## src/octal_port_pkg.sv

```systemverilog
// Package for the octal converter parallel port host controller
package octal_port_pkg;
  localparam int CLK_PERIOD_NS   = 8;
  localparam int DATA_W          = 12;
  localparam int ADDR_W          = 5;
  // Pin timing figures in ns
  localparam int CS_WR_MIN_NS    = 35;
  localparam int CS_RD_MIN_NS    = 60;
  localparam int SETUP_MIN_NS    = 12;
  localparam int HOLD_MIN_NS     = 5;
  localparam int RD_VALID_MAX_NS = 50;
  localparam int LOAD_PULSE_NS   = 10;
  localparam int CS_TO_LOAD_NS   = 30;
  localparam int SAME_ADDR_NS    = 30;
  localparam int BUSY_FALL_NS    = 20;
  // Least times round up
  localparam int CS_WR_CYC   = (CS_WR_MIN_NS + CLK_PERIOD_NS - 1) / CLK_PERIOD_NS;
  localparam int CS_RD_CYC   = (CS_RD_MIN_NS + CLK_PERIOD_NS - 1) / CLK_PERIOD_NS;
  localparam int SETUP_CYC   = (SETUP_MIN_NS + CLK_PERIOD_NS - 1) / CLK_PERIOD_NS;
  localparam int HOLD_CYC    = (HOLD_MIN_NS + CLK_PERIOD_NS - 1) / CLK_PERIOD_NS;
  localparam int LOAD_CYC    = (LOAD_PULSE_NS + CLK_PERIOD_NS - 1) / CLK_PERIOD_NS;
  localparam int CS_LOAD_CYC = (CS_TO_LOAD_NS + CLK_PERIOD_NS - 1) / CLK_PERIOD_NS;
  localparam int SAME_CYC    = (SAME_ADDR_NS + CLK_PERIOD_NS - 1) / CLK_PERIOD_NS;
  localparam int BUSY_CYC    = (BUSY_FALL_NS + CLK_PERIOD_NS - 1) / CLK_PERIOD_NS;
  localparam int CNT_W       = 4;
  // Own command registers, word indices
  localparam logic [3:0] REG_ADDR    = 4'h0;
  localparam logic [3:0] REG_WDATA   = 4'h1;
  localparam logic [3:0] REG_CTRL    = 4'h2;
  localparam logic [3:0] REG_STATUS  = 4'h3;
  localparam logic [3:0] REG_RDATA   = 4'h4;
  // Control register fields
  localparam int CTRL_GO_BIT   = 0;
  localparam int CTRL_READ_BIT = 1;
  localparam int CTRL_SYNC_BIT = 2;
  localparam int CTRL_CORR_BIT = 3;
  localparam int CTRL_LOAD_BIT = 4;
  localparam logic [31:0] RESET_WORD = 32'h0000_0000;

  typedef enum logic [1:0] {
    SEQ_DIRECT,
    SEQ_SYNC,
    SEQ_SYNC_CORR
  } seq_e;

  // Device-side pins driven by the host
  typedef struct packed {
    logic              rd_not_wr;
    logic              chip_sel_n;
    logic              load_outputs_n;
    logic [ADDR_W-1:0] addr;
    logic [DATA_W-1:0] data_o;
    logic [DATA_W-1:0] data_oe;
  } pins_s;
endpackage

```

## src/octal_port_host.sv

```systemverilog
// Host controller driving the octal converter parallel port pins
`timescale 1ns/1ps
// Parallel port interface rules, host and device side
// RULE_01: Read-not-write line high for reads, low for writes.
// RULE_02: Chip select is active low; device ignores bus while it is high.
// RULE_03: Channels 0-3 form group one, 4-7 group two (device side).
// RULE_04: Auxiliary register writes use single access, no load trigger.
// RULE_05: Load pin held low gives asynchronous mode, same single access.
// RULE_06: Sync mode, correction off: data writes followed by an update trigger.
// RULE_07: Sync with correction on: trigger waits until correction completes.
// RULE_08: Update comes from load pin pulse or the software load bit.
// RULE_09: Data lines two-way: host drives on writes, device on reads.
// RULE_10: Same-address writes keep chip select rising edges spaced apart.
// RULE_11: Device drives data only during selected reads, else released.
module octal_port_host #(
  parameter int ADDR_W = octal_port_pkg::ADDR_W,
  parameter int DATA_W = octal_port_pkg::DATA_W
) (
  input  wire logic                 clock_in,
  input  wire logic                 sys_rst_in,
  input  wire logic [3:0]           reg_addr_in,
  input  wire logic [31:0]          reg_wdata_in,
  input  wire logic                 reg_wr_in,
  input  wire logic                 reg_rd_in,
  output logic [31:0]               reg_rdata_out,
  output logic                      rd_not_wr_out,
  output logic                      chip_sel_n_out,
  output logic                      load_outputs_n_out,
  output logic [ADDR_W-1:0]         dev_addr_out,
  output logic [DATA_W-1:0]         dev_data_out,
  output logic [DATA_W-1:0]         dev_data_oe_out,
  input  wire logic [DATA_W-1:0]    dev_data_in,
  input  wire logic                 busy_n_in
);
  import octal_port_pkg::*;

  typedef enum logic [2:0] {
    ST_IDLE, ST_SETUP, ST_STROBE, ST_HOLD, ST_GAP, ST_WAIT_BUSY, ST_LOAD, ST_SPACE
  } state_e;

  state_e                state_r, state_nxt;
  logic [CNT_W-1:0]      cnt_r, cnt_nxt;
  logic [ADDR_W-1:0]     addr_r;
  logic [DATA_W-1:0]     wdata_r, rdata_r, din_s1_r, din_s2_r;
  logic                  busy_s1_r, busy_s2_r;
  logic                  read_r, sync_r, corr_r, swload_r;
  logic                  busy_flag_r, done_r;
  logic [31:0]           reg_rdata_r;
  logic                  go_w, strobe_low_w, drive_w, load_low_w, read_eff_w;
  seq_e                  seq_w;
  logic [31:0]           rd_mux_w;

  // Command decode
  assign go_w = reg_wr_in && (reg_addr_in == REG_CTRL) && reg_wdata_in[CTRL_GO_BIT]
                && (state_r == ST_IDLE);
  assign seq_w = !sync_r ? SEQ_DIRECT : (corr_r ? SEQ_SYNC_CORR : SEQ_SYNC);
  // Pin decode from the next state; a go takes its direction straight off the bus,
  // so a read never drives the data lines in its first setup cycle
  assign read_eff_w   = go_w ? reg_wdata_in[CTRL_READ_BIT] : read_r; // RULE_01
  assign strobe_low_w = (state_nxt == ST_STROBE); // RULE_02
  assign drive_w      = !read_eff_w && (state_nxt == ST_SETUP || state_nxt == ST_STROBE ||
                                        state_nxt == ST_HOLD); // RULE_09 RULE_11
  assign load_low_w   = ((state_nxt == ST_LOAD) && !swload_r) || !sync_r; // RULE_05 RULE_08
  assign rd_mux_w = (reg_addr_in == REG_ADDR)   ? {{(32-ADDR_W){1'b0}}, addr_r} :
                    (reg_addr_in == REG_WDATA)  ? {{(32-DATA_W){1'b0}}, wdata_r} :
                    (reg_addr_in == REG_CTRL)   ? {27'h0, swload_r, corr_r, sync_r,
                                                   read_r, 1'b0} :
                    (reg_addr_in == REG_STATUS) ? {29'h0, busy_s2_r, done_r,
                                                   busy_flag_r} :
                    (reg_addr_in == REG_RDATA)  ? {{(32-DATA_W){1'b0}}, rdata_r} :
                    RESET_WORD;

  // Pin synchronisers
  always_ff @(posedge clock_in or posedge sys_rst_in) begin
    if (sys_rst_in) begin
      din_s1_r  <= '0;
      din_s2_r  <= '0;
      busy_s1_r <= 1'b1;
      busy_s2_r <= 1'b1;
    end else begin
      din_s1_r  <= dev_data_in;
      din_s2_r  <= din_s1_r;
      busy_s1_r <= busy_n_in;
      busy_s2_r <= busy_s1_r;
    end
  end

  // Sequencer next state
  always_comb begin
    state_nxt = state_r;
    cnt_nxt   = (cnt_r != '0) ? cnt_r - 1'b1 : cnt_r;
    unique case (state_r)
      ST_IDLE: begin
        if (go_w) begin
          state_nxt = ST_SETUP;
          cnt_nxt   = CNT_W'(SETUP_CYC - 1);
        end
      end
      ST_SETUP: begin
        if (cnt_r == '0) begin
          state_nxt = ST_STROBE;
          cnt_nxt   = read_r ? CNT_W'(CS_RD_CYC - 1) : CNT_W'(CS_WR_CYC - 1);
        end
      end
      ST_STROBE: begin
        if (cnt_r == '0) begin
          state_nxt = ST_HOLD;
          cnt_nxt   = CNT_W'(HOLD_CYC - 1);
        end
      end
      ST_HOLD: begin
        if (cnt_r == '0) begin
          if (read_r || seq_w == SEQ_DIRECT) begin // RULE_04 RULE_05
            state_nxt = ST_SPACE;
            cnt_nxt   = CNT_W'(SAME_CYC - 1); // RULE_10
          end else begin
            state_nxt = ST_GAP; // RULE_06
            cnt_nxt   = CNT_W'(CS_LOAD_CYC - 1);
          end
        end
      end
      ST_GAP: begin
        if (cnt_r == '0) begin
          if (seq_w == SEQ_SYNC_CORR) begin
            state_nxt = ST_WAIT_BUSY; // RULE_07
            cnt_nxt   = CNT_W'(BUSY_CYC + 2);
          end else begin
            state_nxt = ST_LOAD;
            cnt_nxt   = CNT_W'(LOAD_CYC - 1);
          end
        end
      end
      ST_WAIT_BUSY: begin
        // Count covers busy fall latency plus synchroniser delay
        if (cnt_r == '0 && busy_s2_r) begin // RULE_07
          state_nxt = ST_LOAD;
          cnt_nxt   = CNT_W'(LOAD_CYC - 1);
        end
      end
      ST_LOAD: begin
        if (cnt_r == '0) begin
          state_nxt = ST_SPACE;
          cnt_nxt   = CNT_W'(SAME_CYC - 1);
        end
      end
      ST_SPACE: begin
        if (cnt_r == '0) begin
          state_nxt = ST_IDLE;
        end
      end
    endcase
  end

  // Sequencer state
  always_ff @(posedge clock_in or posedge sys_rst_in) begin
    if (sys_rst_in) begin
      state_r <= ST_IDLE;
      cnt_r   <= '0;
    end else begin
      state_r <= state_nxt;
      cnt_r   <= cnt_nxt;
    end
  end

  // Command registers; swload selects software trigger instead of pin pulse
  always_ff @(posedge clock_in or posedge sys_rst_in) begin
    if (sys_rst_in) begin
      addr_r           <= '0;
      wdata_r          <= '0;
      read_r           <= 1'b0;
      sync_r           <= 1'b0;
      corr_r           <= 1'b0;
      swload_r         <= 1'b0;
    end else if (reg_wr_in && state_r == ST_IDLE) begin
      if (reg_addr_in == REG_ADDR)
        addr_r <= reg_wdata_in[ADDR_W-1:0];
      if (reg_addr_in == REG_WDATA)
        wdata_r <= reg_wdata_in[DATA_W-1:0];
      if (reg_addr_in == REG_CTRL) begin
        read_r   <= reg_wdata_in[CTRL_READ_BIT]; // RULE_01
        sync_r   <= reg_wdata_in[CTRL_SYNC_BIT];
        corr_r   <= reg_wdata_in[CTRL_CORR_BIT];
        swload_r <= reg_wdata_in[CTRL_LOAD_BIT]; // RULE_08
      end
    end
  end

  // Status and read capture; done set wins over read clear
  always_ff @(posedge clock_in or posedge sys_rst_in) begin
    if (sys_rst_in) begin
      rdata_r        <= '0;
      busy_flag_r    <= 1'b0;
      done_r         <= 1'b0;
    end else begin
      if (state_r == ST_STROBE && cnt_r == '0 && read_r)
        rdata_r <= din_s2_r;
      busy_flag_r <= (state_nxt != ST_IDLE);
      if (state_r == ST_SPACE && cnt_r == '0)
        done_r <= 1'b1;
      else if (reg_rd_in && reg_addr_in == REG_STATUS)
        done_r <= 1'b0;
    end
  end

  // Pin and read-data outputs, all registered
  always_ff @(posedge clock_in or posedge sys_rst_in) begin
    if (sys_rst_in) begin
      reg_rdata_out      <= RESET_WORD;
      rd_not_wr_out      <= 1'b1;
      chip_sel_n_out     <= 1'b1;
      load_outputs_n_out <= 1'b1;
      dev_addr_out       <= '0;
      dev_data_out       <= '0;
      dev_data_oe_out    <= '0;
    end else begin
      reg_rdata_out      <= reg_rd_in ? rd_mux_w : RESET_WORD;
      rd_not_wr_out      <= (state_nxt == ST_IDLE) ? 1'b1 : read_eff_w; // RULE_01
      chip_sel_n_out     <= !strobe_low_w; // RULE_02
      load_outputs_n_out <= !load_low_w; // RULE_05 RULE_08
      dev_addr_out       <= addr_r;
      dev_data_out       <= wdata_r;
      dev_data_oe_out    <= {DATA_W{drive_w}}; // RULE_09
    end
  end
endmodule

```

## config.mk

```make
export PLATFORM = sky130hd
export DESIGN_NAME = octal_port_host
export DESIGN_NICKNAME = d
export VERILOG_FILES = /design/src/octal_port_pkg.sv /design/src/octal_port_host.sv
export SDC_FILE = /design/constraint.sdc
export NUM_CORES = 1
export LEC_CHECK = 0
export BUFFER_PORTS_ARGS = -buffer_cell sky130_fd_sc_hd__buf_2
export CORE_AREA = 2 2 97 99
export DETAILED_ROUTE_END_ITERATION = 16
export DIE_AREA = 0 0 99 101
export PLACE_DENSITY_LB_ADDON = 0.05
export SLEW_MARGIN = 10
export SYNTH_ARGS = -nofsm -noshare
export SYNTH_HDL_FRONTEND = slang
export SYNTH_SLANG_ARGS = --single-unit
```

## constraint.sdc

```tcl
create_clock -name clock_in -period 3.4 [get_ports clock_in]
set_input_delay 0.68 -clock clock_in [delete_from_list [all_inputs] [get_ports clock_in]]
set_output_delay 0.68 -clock clock_in [all_outputs]
set_load 0.01 [all_outputs]
```

Word level (Yosys, flattened, before mapping)
Index checks and enable logic that the tools add are counted.
{ "word_totals": {"reg_bits": 101, "output_inout_bits": 64} }
{ "op_classes": {"n_addsub": 1, "n_eq_ne": 16, "muxes": 33, "reduce_logical": 32} }
{ "op_table": {"columns": ["op", "count"], "rows": [
  ["$mux 12", 6],
  ["$mux 4", 7],
  ["$mux 3", 9],
  ["$pmux 3 s8", 1],
  ["$pmux 4 s6", 1],
  ["$eq 3x3->1 const B", 5],
  ["$eq 3x2->1 const B", 4],
  ["$logic_and 1x1->1", 11],
  ["$mux 2", 5],
  ["$eq 4x2->1 const B", 2],
  ["$logic_not 4->1", 2],
  ["$eq 3x1->1 const B", 2],
  ["$logic_not 3->1", 2],
  ["$reduce_and 2->1", 3],
  ["$logic_not 1->1", 5],
  ["$eq 4x1->1 const B", 1],
  ["$eq 4x3->1 const B", 1],
  ["$logic_or 1x1->1", 4],
  ["$mux 1", 4],
  ["$reduce_bool 4->1", 1],
  ["$sub 4x1->4 const B", 1],
  ["$reduce_bool 3->1", 1],
  ["$eq 2x2->1 const B", 1],
  ["$logic_not 2->1", 1],
  ["2 further kinds", 2]
]} }

Depth between registers and ports, before layout
Gate-level depths: netlist of run 1.
{ "depth": {"ltp_word": 11, "ltp_mapped": 8, "depth_no_buf": 7} }

Least setup slack after synthesis of run 1
OpenSTA, ideal clock, no wires.
{ "synth_timing": {"path_kind": "in2reg", "start": "input reg_addr_in[0]", "end": "register wdata_r[0]", "setup_ns": 0.127, "arrival_time_ns": 1.991, "path_slack_ns": 1.282, "cell_stages": 5, "n_path_buf": 2, "path_cell_list": "clkbuf_1 nor4b_1 nand3_1 buf_1 mux2_1"} }
{ "synth_via": {"elab_chain_cells": 2} }
{ "synth_rtl": {"columns": ["element", "line_no", "text"], "rows": [
  ["start: declaration", "octal_port_host.sv:21", "input wire logic [3:0] reg_addr_in,"],
  ["$eq 4x1->1", "octal_port_host.sv:177", "if (reg_addr_in == REG_WDATA)"],
  ["$reduce_and 2->1 (no source line)", null, null],
  ["end signal: assignment", "octal_port_host.sv:178", "wdata_r <= reg_wdata_in[DATA_W-1:0];"],
  ["end: declaration", "octal_port_host.sv:44", "logic [DATA_W-1:0] wdata_r, rdata_r, din_s1_r, din_s2_r;"]
]} }
Every way passes these cells.
A chain may end at the register's enable or synchronous reset.

Worst setup path after layout of run 1
{ "layout_timing": {"start": "register cnt_r[0]", "end": "register busy_flag_r"} }
{ "layout_via": {"elab_chain_cells": 5} }
{ "layout_rtl": {"columns": ["element", "line_no", "text"], "rows": [
  ["start: declaration", "octal_port_host.sv:42", "logic [CNT_W-1:0] cnt_r, cnt_nxt;"],
  ["start signal: assignment", "octal_port_host.sv:161", "cnt_r <= cnt_nxt;"],
  ["$logic_not 4->1 *", null, null],
  ["$logic_and 1x1->1", "octal_port_host.sv:135", "if (cnt_r == '0 && busy_s2_r) begin"],
  ["$mux 3", "octal_port_host.sv:135", null],
  ["$pmux 3 s8 *", "octal_port_host.sv:92", "unique case (state_r)"],
  ["net state_nxt[0]", "octal_port_host.sv:41", "state_e state_r, state_nxt;"],
  ["$reduce_bool 3->1 *", "octal_port_host.sv:197", "busy_flag_r <= (state_nxt != ST_IDLE);"],
  ["end signal: assignment", "octal_port_host.sv:197", null],
  ["end: declaration", "octal_port_host.sv:47", "logic busy_flag_r, done_r;"]
]} }
Mark *: on every way through the listed nets, which the timed path passes. The rest lies on a longest branch.

==> results of run 1 <==
==> layer usage <==
metal,GRT usage,up-vias,share of wire
li1,-,1167,-
met1,0.2471,1222,0.48
met4,0.06322,0,0.011
met2,0.2417,80,0.46
met3,0.02982,7,0.050
met5,0,-,0
==> critical path: stages (launching register included) <==
cell and delay, ps:
dfrtp_1 450, inv_1 100, ha_1 240, nor3b_2 560, o21ai_2 150, a221oi_4 330, nand3_2 140, or3_1 370
==> cells in the final DEF, fill, tap and decap left out, types with 3 or more instances in the layout <==
cell	netlist	final
a22oi_1	7	7
dfstp_2	5	5
clkbuf_8	0	9
o31ai_1	3	3
and2_1	3	3
nor2b_1	6	6
nand2_1	12	12
nor3_1	6	6
a21oi_1	8	8
nand3_1	5	5
buf_2	1	76
dfrtp_1	96	96
nor2_1	15	15
mux2_2	27	27
o22ai_1	3	3
inv_1	6	5
o21ai_0	7	7
mux2_1	6	6
conb_1	1	20
==> path summary, 6_finish.rpt <==
path,slack [ps],end,startpoint,depth (start not counted)
worst max-delay path,940,busy_flag_r,cnt_r[0],7
worst min-delay path,360,din_s2_r[3],din_s1_r[3],0
worst max register to register,940,busy_flag_r,cnt_r[0],7
worst min register to register,360,din_s2_r[3],din_s1_r[3],0
max in group asynchronous,2200,busy_s2_r,sys_rst_in,3
min in group asynchronous,450,dev_data_out[5],sys_rst_in,2
==> registers in the layout, summed over array words and instances, names as in the netlist, 3 cells and up <==
signal,cells
din_s1_r,12
cnt_r,4
addr_r,5
reg_rdata_out,12
dev_data_out,12
dev_addr_out,5
din_s2_r,12
state_r,3
rdata_r,12
wdata_r,12
==> power groups by stage <==
stage / sequential, mW / clock [mW] / combinational (mW)
finish: 1.78 / 0.741 / 0.940
global route: 1.83 / 0.813 / 1.06
CTS: 1.78 / 0.768 / 0.953
detailed placement: 1.81 / 0 / 0.950
global placement: 1.80 / 0 / 0.939
floorplan: 1.75 / 0 / 0.774
==> kinds of logic (layout without fill, tap and decap cells) <==
| group | after synthesis | after routing | synth area share |
|---|---|---|---|
| xor gates and xnor gates | 2 | 2 | 0.004347 |
| muxes | 34 | 34 | 0.09469 |
| AOI/OAI and AO/OA | 50 | 50 | 0.09314 |
| DFF | 101 | 101 | 0.6287 |
| adders and majority gates | 1 | 1 | 0.003104 |
| other | 1 | 20 | 0.0009305 |
| and+or+nand+nor | 68 | 68 | 0.09562 |
| buffers and inverters | 47 | 101 | 0.07947 |
==> cell usage after synthesis (all sizes together) (2+ instances only) <==
library cell  number  area share
inv                6      0.0056
a211oi             2      0.0037
nand3              6      0.0087
a31oi              2      0.0031
nand4              3      0.0062
nor2b              6      0.0093
nor4               2      0.0031
and2               5      0.0084
a2bb2oi            2      0.0043
nor3b              2      0.0050
o22ai              3      0.0047
o21ai              8       0.011
clkbuf             4      0.0037
a221oi             2      0.0087
nand3b             2      0.0037
a222oi             2      0.0050
buf               37       0.070
a21oi              9       0.012
nor3               7      0.0099
o31ai              3      0.0056
a311oi             2      0.0043
nand2             12       0.011
or3                2      0.0031
mux2              33       0.092
nand2b             2      0.0031
nor2              15       0.014
dfstp              5       0.033
dfrtp             96        0.60
a22oi              7       0.013
==> cell type report <==
type,count,area share
flip-flops and latches,101,0.5546
clock inverters,7,0.01698
inverters,6,0.005478
clock buffers,9,0.02712
repair buffers,79,0.09093
multi-input cells,175,0.2744
well taps,111,0.03040
==> per-stage QoR <==
stage / instance area, µm² / cells / util / setup WS, ps / power, mW
4_1_cts: 4568 / 488 / 0.5089 / 952.2 / 3.503
3_5_place_dp: 4367 / 472 / 0.4864 / 930.4 / 2.757
2_1_floorplan: 4101 / 323 / - / 81.14 / 2.525
6_report: 4568 / 488 / 0.5089 / 940.7 / 3.458
5_1_grt: 4568 / 488 / 0.5089 / 735.6 / 3.699
3_3_place_gp: 4367 / 472 / 0.4864 / 968.7 / 2.736
==> metrics.log, run 1 <==
[metrics] status: finished, final reports clean
[metrics] Pwr per Cell Area: 757.0 nW/µm²
[metrics] clock buffer count from CTS: 9
[metrics] # resized after CTS: 0
[metrics] via total after detailed routing: 2476
[metrics] slew of the pin with the lowest slew margin: 745.2 ps
[metrics] Post-Route WL: 7613 µm
[metrics] static leakage: 2.266 nW
[metrics] number of buffers between clock root and the deepest sink: 2
[metrics] effective utilization at floorplan: 0.4489
[metrics] flip-flop and latch count after synthesis: 101
[metrics] 1st-iter DRT viols: 120
[metrics] overall overflow remaining after global route: 0
[metrics] number of remaining DRC errors: 0
[metrics] routed len/inst: 15.60 µm
[metrics] Post-Syn Area: 4030 µm²
[metrics] part of the total power dissipated in sequential elements: 0.514
[metrics] final-layout fill cell count: 807
[metrics] worst min-delay path category: reg2reg
[metrics] gate count after technology mapping: 304
[metrics] primary flip-flop cell chosen by synthesis mapping: dfrtp_1
[metrics] Core Rows: 35
[metrics] Yosys warning count: 0
[metrics] number of enable flip-flop cells after synthesis: 0
[metrics] timing-limited maximum frequency: 0.4066 GHz
[metrics] sequential cell area: 2534 µm²
[metrics] Required @ worst endpoint: 3630 ps
[metrics] setup repair after global routing missed its margin: no
[metrics] combinational group share of total power: 0.272
[metrics] I/O pin cnt: 117
[metrics] FFs w/ async S/R, synth: 1.000
[metrics] core box area: 8977 µm²
[metrics] Clock Power Share: 0.214
[metrics] Final Max Slew Viols: 0
[metrics] post-CTS clock slew at the launch and capture registers of the worst setup and hold paths: 100 ps
[metrics] maximum number of pins on one net before global-route repair: 62
[metrics] category of the most critical setup path: reg2reg
[metrics] Layout Area Growth over Synthesis: 13.35%
[metrics] sum of negative setup slack: 0 ps
[metrics] top fanout value on the critical path: 9
[metrics] headroom to the max-slew limit: 0.5022
[metrics] kind of start point of the critical path: register
[metrics] vias in the first global route: 2349
[metrics] diode count: 0
[metrics] cell-internal power: 2.261 mW
[metrics] detail-routed via count per cell: 5.074
[metrics] net switching power of the design: 1.197 mW
[metrics] layout cell share with drive strength beyond 1: 0.3687
[metrics] Max VDD drop: 0.2977 mV
[metrics] initial antenna violation count: 0
[metrics] worst-skew pair later-pin latency: 360 ps
[metrics] all-layer global routing usage: 0.1654
[metrics] Hold Slack: 357.8 ps
[metrics] Cell variety after synth: 58
[metrics] die boundary width: 99 µm
[metrics] hold violation total from the final report: 0
[metrics] count of TritonRoute iterations in the first routing pass: 4
[metrics] count of clock tree sinks: 101
[metrics] placer congestion estimate: 0.8424
[metrics] number of setup violations in the final report: 0
[metrics] syn avg cell area: 13.26 µm²
[metrics] HPWL reported at the end of detailed placement: 5449 µm
[metrics] total area of multi-input combinational cells: 1254 µm²
[metrics] Clock Skews: 13.54 ps
[metrics] Worst Path Arrival: 2690 ps
[metrics] H-tree levels: 3
[metrics] setup repair bufs after CTS: 0
[metrics] Final min period: 2459 ps
[metrics] Max Cap Viol: 0
[metrics] floorplan die height: 101 µm
[metrics] post-detailed-route count of antenna-violating nets: 0
[metrics] count of hold-fix buffers inserted at cts: 0
[metrics] sequential share of the synthesized area: 0.6287
[metrics] Clock Root Buffer: clkbuf_8
[metrics] TritonCTS clock tree: built
[metrics] # nets final: 426
[metrics] sw frac: 0.3462
[metrics] Die Outline Area: 9999 µm²
[metrics] Critical Path End Type: register
[metrics] count of buffers from port buffering: 76
[metrics] post-route clock period utilization: 0.7233
[metrics] global-route wire length before repair: 12580 µm
No activity file was read; power rests on OpenSTA's default activity.
==> run 2: changes to the inputs <==
--- a/config.mk
+++ b/config.mk
@@ -6,9 +6,9 @@
 export NUM_CORES = 1
 export LEC_CHECK = 0
 export BUFFER_PORTS_ARGS = -buffer_cell sky130_fd_sc_hd__buf_2
-export CORE_AREA = 2 2 97 99
+export CORE_AREA = 2 2 92 94
 export DETAILED_ROUTE_END_ITERATION = 16
-export DIE_AREA = 0 0 99 101
+export DIE_AREA = 0 0 94 96
 export PLACE_DENSITY_LB_ADDON = 0.05
 export SLEW_MARGIN = 10
 export SYNTH_ARGS = -nofsm -noshare
==> constraint.sdc (replaced) <==
create_clock -name clock_in -period 2.46 [get_ports clock_in]
set_input_delay 0.492 -clock clock_in [delete_from_list [all_inputs] [get_ports clock_in]]
set_output_delay 0.492 -clock clock_in [all_outputs]
set_load 0.01 [all_outputs]
==> metrics.log, run 2 (synthesis gave the netlist of run 1 again) <==
[metrics] maximum number of pins on one net before global-route repair: 102 (+65%)
[metrics] top fanout value on the critical path: 13 (+4)
[metrics] Final min period: 2285 ps (-174.5 ps)
[metrics] commonest cells after routing, fill and taps aside: dfrtp_1 (96), buf_2 (76), mux2_2 (27)
[metrics] Clock Root Buffer: clkbuf_8
[metrics] Critical Path End Type: register
[metrics] TritonCTS clock tree: built
[metrics] kind of start point of the critical path: register
[metrics] initial antenna violation count: 0 (unchanged)
[metrics] overall power: 4.794 mW (+39%)
[metrics] worst hold path startpoint: busy_n_in
[metrics] headroom to the max-slew limit: 0.6576 (+0.1554)
[metrics] floorplan die height: 96 µm (-5.0%)
[metrics] placed instance count: 473 (+0.21%)
[metrics] Die Outline Area: 9024 µm² (-9.8%)
[metrics] # nets final: 433 (+1.6%)
[metrics] cell family contributing the most delay on the critical path: simple AND/OR/NAND/NOR gates
[metrics] Worst Path Arrival: 2530 ps (-160 ps)
[metrics] static leakage: 2.285 nW (+0.83%)
[metrics] slowest stage delay, CP: 490 ps (-70 ps)
[metrics] all-layer global routing usage: 0.1789 (+0.01349)
[metrics] category of the most critical setup path: reg2reg
[metrics] Final Instance Area: 4593 µm² (+0.55%)
[metrics] Required @ worst endpoint: 2710 ps (-920 ps)
[metrics] worst min-delay path category: in2reg
[metrics] count of hold-fix buffers inserted at cts: 0 (unchanged)
[metrics] timing-limited maximum frequency: 0.4377 GHz (+7.6%)
[metrics] 1st-iter DRT viols: 94 (-22%)
[metrics] Max Cap Viol: 0 (unchanged)
[metrics] number of setup violations in the final report: 0 (unchanged)
[metrics] Layout Area Growth over Synthesis: 13.97%
[metrics] I/O pin cnt: 117 (unchanged)
[metrics] Post-Route WL: 7357 µm (-3.4%)
[metrics] die boundary width: 94 µm (-5.1%)
[metrics] critical path's most frequent cell: nand2_1
[metrics] # resized after CTS: 0 (unchanged)
[metrics] overall overflow remaining after global route: 0 (unchanged)
[metrics] non-filler instance count after layout: 489 (+0.20%)
[metrics] number of remaining DRC errors: 0 (unchanged)
[metrics] via total after detailed routing: 2502 (+1.1%)
[metrics] final setup margin: 175.2 ps (-765.5 ps)
[metrics] count of clock tree sinks: 101 (unchanged)
[metrics] Max VDD drop: 0.5567 mV (+87%)
[metrics] met2 wire len: 3199 µm (-8.7%)
[metrics] diode count: 0 (unchanged)
[metrics] slew of the pin with the lowest slew margin: 513.5 ps (-231.6 ps)
[metrics] Hold Slack: 218.4 ps (-139.4 ps)
[metrics] hold violation total from the final report: 0 (unchanged)
[metrics] setup repair bufs after CTS: 0 (unchanged)
[metrics] HPWL reported at the end of detailed placement: 5115 µm (-6.1%)
[metrics] placed cell areas: 4413 µm² (+1.1%)
[metrics] Clock Skews: 10.33 ps (-3.210 ps)
[metrics] sum of negative setup slack: 0 ps (unchanged)
[metrics] number of buffers between clock root and the deepest sink: 2 (unchanged)
[metrics] Met3 Routed Length: 427 µm (+13%)
[metrics] CP Depth: 7 (unchanged)
[metrics] Worst R2R End: busy_flag_r
[metrics] vias in the first global route: 2343 (-0.26%)
[metrics] timing startpoint of the critical path: cnt_r[0]
[metrics] post-CTS clock slew at the launch and capture registers of the worst setup and hold paths: 100 ps (about the same)
[metrics] number of buffer and inverter instances along the worst setup path: 1 (unchanged)
[metrics] cell at the slowest stage of the critical path: or3b_4
[metrics] H-tree levels: 3 (unchanged)
[metrics] layout cell share with drive strength beyond 1: 0.3776 (+0.008904)
[metrics] status: finished, final reports clean
[metrics] critical path cell sequence: inv_1 > ha_1 > or3b_4 > nand2_1 > nand2_1 > a211o_1 > or3_1
[metrics] routed length on met1: 3617 µm (-0.77%)
[metrics] Core Rows: 33 (-5.7%)
[metrics] setup slack on the worst flop-to-flop path: 180 ps (-770 ps)
[metrics] global-route wire length before repair: 12170 µm (-3.2%)
[metrics] detail-routed via count per cell: 5.117 (+0.84%)
[metrics] setup repair after global routing missed its margin: no
[metrics] FF-to-FF Start: cnt_r[0]
[metrics] count of buffers from port buffering: 76 (unchanged)
[metrics] WHS Path Cells: 1 (+1)
[metrics] Placement Setup Slack: 208.0 ps (-722.4 ps)
[metrics] effective utilization at floorplan: 0.5005 (+0.05162)
[metrics] Final Max Slew Viols: 0 (unchanged)
[metrics] endpoint of the most critical setup path: busy_flag_r
[metrics] core box area: 8051 µm² (-10%)
[metrics] placer congestion estimate: 0.8161 (-3.1%)
[metrics] post-route clock period utilization: 0.9288 (+0.2055)
[metrics] cell count of the worst reg-to-reg path: 7 (unchanged)
[metrics] leading cell type in the layout, fill and taps excluded: dfrtp_1
[metrics] Pwr per Cell Area: 1044 nW/µm² (+38%)
[metrics] uppermost metal layer occupied by signal nets: met4
[metrics] count of TritonRoute iterations in the first routing pass: 4 (unchanged)
[metrics] clock buffer count from CTS: 9 (unchanged)
[metrics] post-detailed-route count of antenna-violating nets: 0 (unchanged)
[metrics] final core area utilization: 0.5705 (+0.06162)
[metrics] routed len/inst: 15.04 µm (-3.6%)
[metrics] worst-skew pair later-pin latency: 360 ps (about the same)
==> run 2: changes by cell type in the layout (fill, tap and decap cells not counted) <==
cell | before | now
buf_4 | 2 | 9
inv_6 | 0 | 2
clkinv_4 | 2 | 0
clkinvlp_4 | 0 | 2
inv_4 | 1 | 0
clkinv_8 | 2 | 0
clkbuf_1 | 0 | 1
==> run 2: power breakdown <==
group          leakage, nW  internal [mW]  switching, mW
Combinational        0.916          0.664          0.731
Clock               0.0911          0.388          0.589
Sequential            1.28           2.10          0.321
==> run 2: area by class of cell <==
type	instances	area [µm²]
fillers	681	3458
flip-flops and latches	101	2534
repair buffers	86	467.9
clock buffers	10	127.6
multi-input cells	175	1254
well taps	105	131.4
inverters	6	26.28
clock inverters	6	52.55
==> run 2: worst min path at each step <==
stage                        end  slack, ps
floorplan            din_s2_r[0]        330
global placement    din_s2_r[11]        330
detailed placement   din_s2_r[1]        340
CTS                    busy_s1_r        210
global route        din_s1_r[11]        200
finish                 busy_s1_r        220
==> run 2: worst reg2reg max path: cells and delay by family (launching register included) <==
family | cells | cell delay, ps
and+or+nand+nor | 4 | 1020
adders and majority gates | 1 | 240
AOI/OAI and AO/OA | 1 | 380
DFF | 1 | 440
buffers and inverters | 1 | 90
==> run 2: layer usage <==
layer | global-route usage | up-vias
met4 | 0.06522 | 0
met3 | 0.03524 | 8
li1 | - | 1180
met1 | 0.2732 | 1226
met5 | 0 | -
met2 | 0.2548 | 88
==> run 3: changes to the inputs <==
--- a/config.mk
+++ b/config.mk
@@ -5,10 +5,11 @@
 export SDC_FILE = /design/constraint.sdc
 export NUM_CORES = 1
 export LEC_CHECK = 0
+export ABC_AREA = 1
 export BUFFER_PORTS_ARGS = -buffer_cell sky130_fd_sc_hd__buf_2
-export CORE_AREA = 2 2 92 94
+export CORE_AREA = 2 2 97 99
 export DETAILED_ROUTE_END_ITERATION = 16
-export DIE_AREA = 0 0 94 96
+export DIE_AREA = 0 0 99 101
 export PLACE_DENSITY_LB_ADDON = 0.05
 export SLEW_MARGIN = 10
 export SYNTH_ARGS = -nofsm -noshare
==> constraint.sdc (replaced) <==
create_clock -name clock_in -period 2 [get_ports clock_in]
set_input_delay 0.4 -clock clock_in [delete_from_list [all_inputs] [get_ports clock_in]]
set_output_delay 0.4 -clock clock_in [all_outputs]
set_load 0.01 [all_outputs]
==> metrics.log, run 3 <==
[metrics] clock buffer count from CTS: 9 (unchanged)
[metrics] Final Max Slew Viols: 0 (unchanged)
[metrics] category of the most critical setup path: reg2reg
[metrics] Critical Path End Type: register
[metrics] commonest cells after routing, fill and taps aside: dfrtp_1 (96), buf_2 (76), nand2_1 (62)
[metrics] I/O pin cnt: 117 (unchanged)
[metrics] slowest stage delay, CP: 400 ps (-90 ps)
[metrics] flip-flop and latch count after synthesis: 101 (unchanged)
[metrics] setup slack on the worst flop-to-flop path: 200 ps (+30 ps)
[metrics] proportion of netlist area held by the largest area contributor: 0.5935 (-0.002580)
[metrics] number of buffers between clock root and the deepest sink: 2 (unchanged)
[metrics] cell count of the worst reg-to-reg path: 12 (+5)
[metrics] final-layout fill cell count: 811 (+19%)
[metrics] gate count after technology mapping: 356 (+17%)
[metrics] Final Instance Area: 4693 µm² (+2.2%)
[metrics] critical path cell sequence: inv_1 > ha_4 > nand2_1 > nor2_2 > buf_12 > nand2_1 > nand2_1 > nand3_2 > nor2_4 > nand3_1 > nand2_1 > inv_1
[metrics] Clock Skews: 19.10 ps (+8.774 ps)
[metrics] hold violation total from the final report: 0 (unchanged)
[metrics] Final min period: 1799 ps (-486.3 ps)
[metrics] diode count: 0 (unchanged)
[metrics] via total after detailed routing: 2560 (+2.3%)
[metrics] global-route wire length before repair: 12860 µm (+5.7%)
[metrics] timing-limited maximum frequency: 0.5560 GHz (+27%)
[metrics] most frequent cell after synthesis: dfrtp_1
[metrics] Post-Route WL: 7721 µm (+4.9%)
[metrics] post-route clock period utilization: 0.8993 (-0.02953)
[metrics] count of clock tree sinks: 101 (unchanged)
[metrics] setup repair bufs after CTS: 0 (unchanged)
[metrics] top fanout value on the critical path: 12 (-1)
[metrics] all-layer global routing usage: 0.1680 (-0.01088)
[metrics] count of hold-fix buffers inserted at cts: 0 (unchanged)
[metrics] placer congestion estimate: 0.8692 (+6.5%)
[metrics] FFs w/ async S/R, synth: 1.000 (unchanged)
[metrics] count of TritonRoute iterations in the first routing pass: 4 (unchanged)
[metrics] routed len/inst: 13.94 µm (-7.4%)
[metrics] Pwr per Cell Area: 1217 nW/µm² (+17%)
[metrics] status: finished, final reports clean
[metrics] Post-Syn Area: 4048 µm² (+0.43%)
[metrics] Required @ worst endpoint: 2300 ps (-410 ps)
[metrics] Hold Slack: 124.1 ps (-94.27 ps)
[metrics] primary flip-flop cell chosen by synthesis mapping: dfrtp_1
[metrics] detail-routed via count per cell: 4.621 (-9.7%)
[metrics] die boundary width: 99 µm (+5.3%)
[metrics] 1st-iter DRT viols: 100 (+6.4%)
[metrics] maximum number of pins on one net before global-route repair: 102 (unchanged)
[metrics] Layout Area Growth over Synthesis: 15.95%
[metrics] # nets final: 492 (+14%)
[metrics] HPWL reported at the end of detailed placement: 5565 µm (+8.8%)
[metrics] initial antenna violation count: 0 (unchanged)
[metrics] H-tree levels: 3 (unchanged)
[metrics] layout cell share with drive strength beyond 1: 0.3657 (-0.01192)
[metrics] Cell variety after synth: 31 (-47%)
[metrics] Core Rows: 35 (+6.1%)
[metrics] headroom to the max-slew limit: 0.6413 (-0.01638)
[metrics] overall power: 5.710 mW (+19%)
[metrics] post-detailed-route count of antenna-violating nets: 0 (unchanged)
[metrics] count of buffers from port buffering: 76 (unchanged)
[metrics] Die Outline Area: 9999 µm² (+11%)
[metrics] kind of start point of the critical path: register
[metrics] effective utilization at floorplan: 0.4509 (-0.04967)
[metrics] setup repair after global routing missed its margin: no
[metrics] CP Depth: 12 (+5)
[metrics] Max Cap Viol: 0 (unchanged)
[metrics] cell at the slowest stage of the critical path: dfrtp_1
[metrics] cell family contributing the most delay on the critical path: simple AND/OR/NAND/NOR gates
[metrics] number of enable flip-flop cells after synthesis: 0 (unchanged)
[metrics] TritonCTS clock tree: built
[metrics] final core area utilization: 0.5228 (-0.04769)
[metrics] critical path's most frequent cell: nand2_1
[metrics] slew of the pin with the lowest slew margin: 538.1 ps (+24.56 ps)
[metrics] sequential share of the synthesized area: 0.6260 (-0.002721)
[metrics] Max VDD drop: 0.4205 mV (-24%)
[metrics] vias in the first global route: 2459 (+5.0%)
[metrics] post-CTS clock slew at the launch and capture registers of the worst setup and hold paths: 100 ps (about the same)
[metrics] number of remaining DRC errors: 0 (unchanged)
[metrics] worst-skew pair later-pin latency: 370 ps (about the same)
[metrics] core box area: 8977 µm² (+11%)
[metrics] Synth area leader: dfrtp_1
[metrics] number of setup violations in the final report: 0 (unchanged)
[metrics] placed cell areas: 4479 µm² (+1.5%)
[metrics] number of buffer and inverter instances along the worst setup path: 3 (+2)
[metrics] overall overflow remaining after global route: 0 (unchanged)
[metrics] floorplan die height: 101 µm (+5.2%)
[metrics] leading cell type in the layout, fill and taps excluded: dfrtp_1
[metrics] sum of negative setup slack: 0 ps (unchanged)
[metrics] Worst Path Arrival: 2100 ps (-430 ps)
[metrics] static leakage: 2.396 nW (+4.9%)
[metrics] worst min-delay path category: in2reg
[metrics] Clock Root Buffer: clkbuf_8
[metrics] Yosys warning count: 0 (unchanged)
[metrics] top cell types by occurrence after synthesis: dfrtp_1 (96), nand2_1 (62), buf_4 (32)
[metrics] syn avg cell area: 11.37 µm² (-14%)
[metrics] WHS Path Cells: 1 (unchanged)
[metrics] top cells by area, synth: dfrtp_1 (59%), mux2_2 (7.8%), buf_4 (5.9%)
[run 3: area by class of cell]
class,count,area [µm²],share of cell area
clock buffers,9,123.9,0.02639
well taps,111,138.9,0.02959
multi-input cells,208,1219,0.2597
flip-flops and latches,101,2534,0.5399
clock inverters,7,66.31,0.01413
repair buffers,88,495.5,0.1056
inverters,30,116.4,0.02479
[run 3: layer usage]
metal	vias to the layer above	track usage	share of wire
met5	-	0	0
met4	0	0.05374	0.0087
met2	81	0.2479	0.44
li1	1271	-	-
met1	1203	0.2454	0.50
met3	5	0.04230	0.056
[run 3: through the flow]
| stage | setup slack [ps] | std cells |
|---|---|---|
| after floorplan | 382.0 | 375 |
| final | 201.5 | 554 |
| after global routing | 9.106 | 554 |
| after CTS | 73.18 | 554 |
| after global placement | 131.6 | 538 |
| after detailed placement | 87.17 | 538 |
[run 3: worst register-to-register path: stages, from the launching register on]
cell     delay (ps)
dfrtp_1         400
inv_1           150
ha_4            180
nand2_1          80
nor2_2          130
buf_12          150
nand2_1          50
nand2_1         110
nand3_2         120
nor2_4          180
nand3_1          90
nand2_1          70
inv_1            40
[run 3: cell families after synthesis]
| logic type | Yosys count | synth area share |
|---|---|---|
| compound gates | 37 | 0.05101 |
| xor+xnor | 1 | 0.002164 |
| fa+ha+maj | 1 | 0.003091 |
| buf+inv | 66 | 0.09644 |
| flops | 101 | 0.6260 |
| mux | 28 | 0.07790 |
| other cells | 1 | 0.0009265 |
| simple gates | 121 | 0.1425 |
[run 3: path summary, 6_finish.rpt]
check                            start                  to
min in group asynchronous   sys_rst_in     dev_data_out[2]
setup / recovery              cnt_r[0]  load_outputs_n_out
hold / removal               busy_n_in           busy_s1_r
max in group asynchronous   sys_rst_in           busy_s2_r
hold reg to reg            din_s1_r[9]         din_s2_r[9]
setup reg to reg              cnt_r[0]  load_outputs_n_out
[run 3: power by group]
part | leakage, nW | switching (mW) | internal, mW
clock network | 0.0949 | 0.752 | 0.481
logic | 1.06 | 0.915 | 0.699
registers | 1.24 | 0.300 | 2.56
[run 3: timing repair]
action,CTS,global route
hold endpoints to repair,0,0
endpoints found under the setup margin,0,15
resized for setup,0,4
